File: src/pkg/edge_shaper_pkg.sv
package edge_shaper_pkg;
    // register indices (offsets not multiples of four, byte address = 4 * index)
    localparam logic [7:0] idx_style = 8'h39;
    localparam logic [7:0] idx_param = 8'h3a;
    localparam logic [7:0] idx_length = 8'h3b;
    localparam logic [7:0] idx_residual = 8'h4c;
    localparam logic [7:0] idx_status = 8'h4d;
    localparam logic [9:0] addr_style = 10'h0e4;
    localparam logic [9:0] addr_param = 10'h0e8;
    localparam logic [9:0] addr_length = 10'h0ec;
    localparam logic [9:0] addr_residual = 10'h130;
    localparam logic [9:0] addr_status = 10'h134;
    // reset values
    localparam logic [7:0] style_rst = 8'h11;
    localparam logic [7:0] param_rst = 8'h00;
    localparam logic [7:0] length_rst = 8'h00;
    localparam logic [7:0] residual_rst = 8'hff;
    // writable bit masks, reserved bits read zero
    localparam logic [7:0] param_mask = 8'h77;
    localparam logic [7:0] length_mask = 8'h9f;
    // field positions
    localparam int fall_style_lsb = 4;
    localparam int double_bit = 7;
    // style codes
    localparam logic [3:0] style_fw_one = 4'h1;
    localparam logic [3:0] style_fw_three = 4'h3;
    localparam logic [3:0] style_lut_plain = 4'h4;
    localparam logic [3:0] style_lut_corr = 4'h5;
    localparam logic [3:0] style_lut_nocorr = 4'h6;
    localparam logic [1:0] unmapped_resp = 2'b10;

    typedef struct packed {
        logic valid;
        logic lut_mode;
        logic supply_adapt;
        logic supply_correct;
        logic [1:0] ramp_count;
        logic [2:0] cfg;
    } edge_cfg_t;

    typedef struct packed {
        logic [4:0] states;
        logic double_len;
        logic [7:0] residual_level;
    } shape_timing_t;
endpackage

File: src/design/edge_shaper_cfg.sv
// Our own choice: the Avalon-MM register port.
`timescale 1ns/1ns
// Functional notes
// - Falling style codes 1..3 in bits 7:4 select firmware shaping with one, two or three linear ramps.
// - Style codes 4..6 select lookup-table shaping: plain, supply adaptation with correction, without correction.
// - Bits 3:0 select the rising style from the same codes; other codes are reserved and not to be programmed.
// - Under firmware shaping the falling configuration bits 6:4 are the edge time constant.
// - Under lookup-table shaping the falling configuration selects lookup table 0..3.
// - Rising configuration bits 2:0 mean a time constant or a table index 0..3 in the same way.
// - Length bit 7 makes each transition state last two carrier cycles instead of one.
// - Length bits 4:0 give the number of transition states on both edges.
// - The vicinity residual level 0x00 means no carrier and 0xff full carrier during modulation.
module edge_shaper_cfg (
    // clock and reset
    input wire logic clk_i,
    input wire logic srst_i,
    // avalon-mm slave
    input wire logic [9:0] avs_address_i,
    input wire logic avs_read_i,
    input wire logic avs_write_i,
    input wire logic [31:0] avs_writedata_i,
    input wire logic [3:0] avs_byteenable_i,
    output logic [31:0] avs_readdata_o,
    output logic avs_waitrequest_o,
    output logic [1:0] avs_response_o,
    // shaper configuration to the transmitter
    output edge_shaper_pkg::edge_cfg_t fall_cfg_o,
    output edge_shaper_pkg::edge_cfg_t rise_cfg_o,
    output edge_shaper_pkg::shape_timing_t timing_o
);
    logic [7:0] style_r;
    logic [7:0] param_r;
    logic [7:0] length_r;
    logic [7:0] residual_r;
    logic ack_r;
    logic [31:0] rdata_r;
    logic [1:0] resp_r;
    edge_shaper_pkg::edge_cfg_t fall_r;
    edge_shaper_pkg::edge_cfg_t rise_r;
    edge_shaper_pkg::shape_timing_t timing_r;

    wire req = (avs_read_i | avs_write_i) & ~ack_r;
    // a write lands at the edge where waitrequest is low
    wire wr_en = avs_write_i & ack_r & avs_byteenable_i[0];
    wire sel_style = avs_address_i == edge_shaper_pkg::addr_style;
    wire sel_param = avs_address_i == edge_shaper_pkg::addr_param;
    wire sel_length = avs_address_i == edge_shaper_pkg::addr_length;
    wire sel_residual = avs_address_i == edge_shaper_pkg::addr_residual;
    wire sel_status = avs_address_i == edge_shaper_pkg::addr_status;
    wire mapped = sel_style | sel_param | sel_length | sel_residual | sel_status;
    wire [7:0] wbyte = avs_writedata_i[7:0];

    wire [7:0] status_val = {6'h00, ~rise_r.valid, ~fall_r.valid};
    logic [7:0] rsel;
    always_comb begin
        if (sel_style) begin
            rsel = style_r;
        end else if (sel_param) begin
            rsel = param_r;
        end else if (sel_length) begin
            rsel = length_r;
        end else if (sel_residual) begin
            rsel = residual_r;
        end else if (sel_status) begin
            rsel = status_val;
        end else begin
            rsel = 8'h00;
        end
    end

    function automatic edge_shaper_pkg::edge_cfg_t decode(input logic [3:0] code, input logic [2:0] cfg);
        edge_shaper_pkg::edge_cfg_t d;
        d = '0;
        d.cfg = cfg;
        if (code >= edge_shaper_pkg::style_fw_one && code <= edge_shaper_pkg::style_fw_three) begin
            d.valid = 1'b1;
            d.ramp_count = code[1:0];
            d.cfg = cfg;
        end else if (code >= edge_shaper_pkg::style_lut_plain && code <= edge_shaper_pkg::style_lut_nocorr) begin
            d.valid = 1'b1;
            d.lut_mode = 1'b1;
            d.supply_adapt = code != edge_shaper_pkg::style_lut_plain;
            d.supply_correct = code == edge_shaper_pkg::style_lut_corr;
            d.cfg = {1'b0, cfg[1:0]};
        end else begin
            d.cfg = 3'h0;
        end
        return d;
    endfunction

    wire [7:0] pm = param_r & edge_shaper_pkg::param_mask;
    wire edge_shaper_pkg::edge_cfg_t fall_nxt =
        decode(style_r[edge_shaper_pkg::fall_style_lsb +: 4], pm[6:4]);
    wire edge_shaper_pkg::edge_cfg_t rise_nxt = decode(style_r[3:0], pm[2:0]);
    wire edge_shaper_pkg::shape_timing_t timing_nxt =
        {length_r[4:0], length_r[edge_shaper_pkg::double_bit], residual_r};

    always_ff @(posedge clk_i) begin
        if (srst_i) begin
            style_r <= edge_shaper_pkg::style_rst;
            param_r <= edge_shaper_pkg::param_rst;
            length_r <= edge_shaper_pkg::length_rst;
            residual_r <= edge_shaper_pkg::residual_rst;
        end else if (wr_en) begin
            if (sel_style) begin
                style_r <= wbyte;
            end
            if (sel_param) begin
                param_r <= wbyte & edge_shaper_pkg::param_mask;
            end
            if (sel_length) begin
                length_r <= wbyte & edge_shaper_pkg::length_mask;
            end
            if (sel_residual) begin
                residual_r <= wbyte;
            end
        end
    end

    always_ff @(posedge clk_i) begin
        if (srst_i) begin
            ack_r <= 1'b0;
            rdata_r <= 32'h0000_0000;
            resp_r <= 2'b00;
        end else begin
            ack_r <= req;
            rdata_r <= {24'h00_0000, rsel};
            resp_r <= mapped ? 2'b00 : edge_shaper_pkg::unmapped_resp;
        end
    end

    always_ff @(posedge clk_i) begin
        if (srst_i) begin
            fall_r <= '0;
            rise_r <= '0;
            timing_r <= '0;
        end else begin
            fall_r <= fall_nxt;
            rise_r <= rise_nxt;
            timing_r <= timing_nxt;
        end
    end

    assign avs_readdata_o = rdata_r;
    assign avs_waitrequest_o = ~ack_r;
    assign avs_response_o = resp_r;
    assign fall_cfg_o = fall_r;
    assign rise_cfg_o = rise_r;
    assign timing_o = timing_r;
endmodule

File: config.mk
export PLATFORM = sky130hd
export DESIGN_NAME = edge_shaper_cfg
export DESIGN_NICKNAME = d
export VERILOG_FILES = /design/src/pkg/edge_shaper_pkg.sv /design/src/design/edge_shaper_cfg.sv
export SDC_FILE = /design/constraint.sdc
export NUM_CORES = 1
export LEC_CHECK = 0
export ABC_AREA = 1
export BUFFER_PORTS_ARGS = -buffer_cell sky130_fd_sc_hd__buf_2
export CORE_MARGIN = 2
export CORE_UTILIZATION = 35
export CTS_BUF_LIST = sky130_fd_sc_hd__clkbuf_4
export CTS_CLUSTER_DIAMETER = 80
export CTS_CLUSTER_SIZE = 12
export DETAILED_ROUTE_END_ITERATION = 8
export PLACE_DENSITY = 0.59
export SYNTH_ARGS = -nofsm -noshare
export SYNTH_HDL_FRONTEND = slang
export SYNTH_SLANG_ARGS = --single-unit
File: constraint.sdc
create_clock -name clk_i -period 1.5 [get_ports clk_i]
set_clock_uncertainty 0.05 [all_clocks]
set_input_delay 0.225 -clock clk_i [delete_from_list [all_inputs] [get_ports clk_i]]
set_output_delay 0.225 -clock clk_i [all_outputs]
set_load 0.005 [all_outputs]
==> reports/qor.yml <==
yosysUniqueCellTypes: 29
startpoint_type: "register"
gr-total-overflow: 0
grt_max_degree: 19
final_common_cell: "dfxtp_1"
io_pins: 117
dieArea_mm2: 0.00874
p_sw_uw: 787
cts_tree: "yes"
clk_latency_ps: 410
final-setup-viol-count: 0
path_class: "reg2reg"
drtPass1Iterations: 4
leakagePower_uw: 0.00177
place_inst: 520
cts_buffers: 9
area_delta_synth_final_pct: 22.3
drv_cap: 0
period_needed_ps: 1460
cts_buffer_depth: 2
num_rows: 32
worstPathRequired_ps: 1750
place_congestion: 0.856
coreArea_mm2: 0.00773
die_w_um: 93.5
drc: 0
hold_class: "in2reg"
status: "finished clean"
die_y_um: 93.5
netSwitchingFraction_pct: 20.9
maxSlewViolCount: 0
ir_worst_vdd_mv: 0.496
yosysSeqAreaShare_pct: 50.0
cts-root-buf: "clkbuf_4"
synth_area_mm2: 0.00280
clock_sinks: 70
hold_viol: 0
io_buffers: 64
reg2reg_setup_slack_ps: 40
grt_setup_unrepaired: "yes"
drt_iter0_drc: 121
crit_fanout: 12
final_cells: 537
endpoint_kind: "register"
diodes: 0
layout_common_cells: "70 x dfxtp_1, 64 x buf_2, 49 x nor2_1, 46 x inv_1, 38 x nand2_1"
path_clk_slew_ps: 110
nFillCells: 836
grt_pass1_wl_um: 10200
nNetsFinal: 480
drive_gt1_share_pct: 26.9
synth_warnings: 0
cts_resized: 0
netlist_instances: 349
intPower_uw: 2980
total_power_uw: 3770
fmax_mhz: 684
grt_pass1_vias: 2177
ys_ff_latch: 70
avgViaCountPerCell: 4.39
antenna_found_initial: 0
clockPowerShare_pct: 44.5
start_util_pct: 36.3
utilization_pct: 44.3
fin_crit_sh_pct: 97.5
holdWs_ps: 18.0
post-dp-hpwl_um: 4950
track_usage_pct: 15.2
routed_wl_um: 6360
h-tree-depth: 3
ant_nets: 0
p_per_area_mw_per_mm2: 1100
post_drt_wl_per_cell_um: 11.8
vias: 2358
p_seq_share_pct: 50.0
p_comb_share_pct: 5.5
synth_area_per_cell_um2: 8.03
cp.arrival_ps: 1710
[final cells by class]
type | instances | area (um^2) | share of cell area, %
clock inverters | 6 | 134 | 3.91
multi-input cells | 220 | 1060 | 30.9
flip-flops and latches | 70 | 1400 | 40.9
repair buffers | 80 | 443 | 12.9
well taps | 102 | 128 | 3.73
inverters | 49 | 185 | 5.41
clock buffers | 10 | 75.1 | 2.19
[cells by family (layout without fill, tap and decap cells)]
kind of cell / count (synthesis) / in the layout / share of synthesized area (%)
buffers and inverters: 83 / 145 / 15.4
flip-flops: 70 / 70 / 50.0
other: 1 / 25 / 0.134
AO/OA/AOI/OAI: 55 / 55 / 10.8
AND/OR/NAND/NOR: 140 / 140 / 23.7
[registers in the layout (all words and copies together), names as in the netlist]
| signal | count |
|---|---|
| residual_r | 8 |
| length_r | 6 |
| rise_cfg_o | 9 |
| avs_readdata_o | 8 |
| param_r | 6 |
| ack_r | 1 |
| avs_response_o | 1 |
| fall_cfg_o | 9 |
| style_r | 8 |
| timing_o | 14 |
[power groups by stage]
stage               clock [uW]  combinational [uW]  sequential [uW]
finish                    1680                 208             1890
global route              1790                 234             1890
CTS                       1710                 207             1890
detailed placement           0                 204             1930
global placement             0                 201             1930
floorplan                    0                 145             1930
[cell usage after synthesis]
cell type,number,share of area (%)
a21oi_2,3,0.94
o21ai_2,3,0.94
inv_2,1,0.13
dfxtp_1,70,50
nand2_1,38,5.1
o21ai_0,16,2.9
nand3_1,28,5.0
a21oi_1,22,3.9
conb_1,1,0.13
o21ai_1,9,1.6
nor2_8,1,0.71
clkinv_1,1,0.13
nor2_1,49,6.6
clkbuf_1,4,0.54
clkinv_2,1,0.18
nor2_2,3,0.67
buf_4,25,6.7
nor3_1,3,0.54
nand2_2,3,0.67
inv_1,46,6.2
o211ai_1,2,0.54
buf_2,1,0.18
nand4_1,8,1.8
nand2_4,1,0.40
nor3_2,1,0.36
buf_6,3,1.2
nor2_4,2,0.80
nand3_2,3,1.1
buf_1,1,0.13
[through the flow]
stage	area, um^2	worst slack, ps	TNS, ps
final	3430	37.4	0
after global routing	3430	-56.3	-270
after CTS	3430	60.0	0
after detailed placement	3210	25.1	0
after global placement	3210	68.9	0
after floorplan	2890	361	0
[layer usage]
| metal | global-route usage (%) | part of all wire, % | wire length (um) |
|---|---|---|---|
| met1 | 19.3 | 47 | 2960 |
| met2 | 24.0 | 45 | 2870 |
| met3 | 3.87 | 6.4 | 408 |
| met4 | 7.23 | 2.0 | 127 |
| met5 | 0 | 0 | 0 |
[worst max-delay path: stages, from the launching register on]
cell and delay (ps):
dfxtp_1 370, nand3_1 140, inv_1 190, nand3_2 300, o21ai_0 250, a21oi_1 50
[final timing paths]
check	from	to	depth (start not counted)
worst min-delay path	avs_read_i	ack_r	3
worst min register to register	residual_r[6]	timing_o[6]	2
worst max-delay path	ack_r	length_r[0]	5
worst max register to register	ack_r	length_r[0]	5
[what timing repair did]
item,4_1_cts,5_1_grt
hold buffers,1,0
endpoints found under the setup margin,0,11
setup buffers,0,0
endpoints found under the hold margin,1,0
Power figures use the tool's default switching activity.
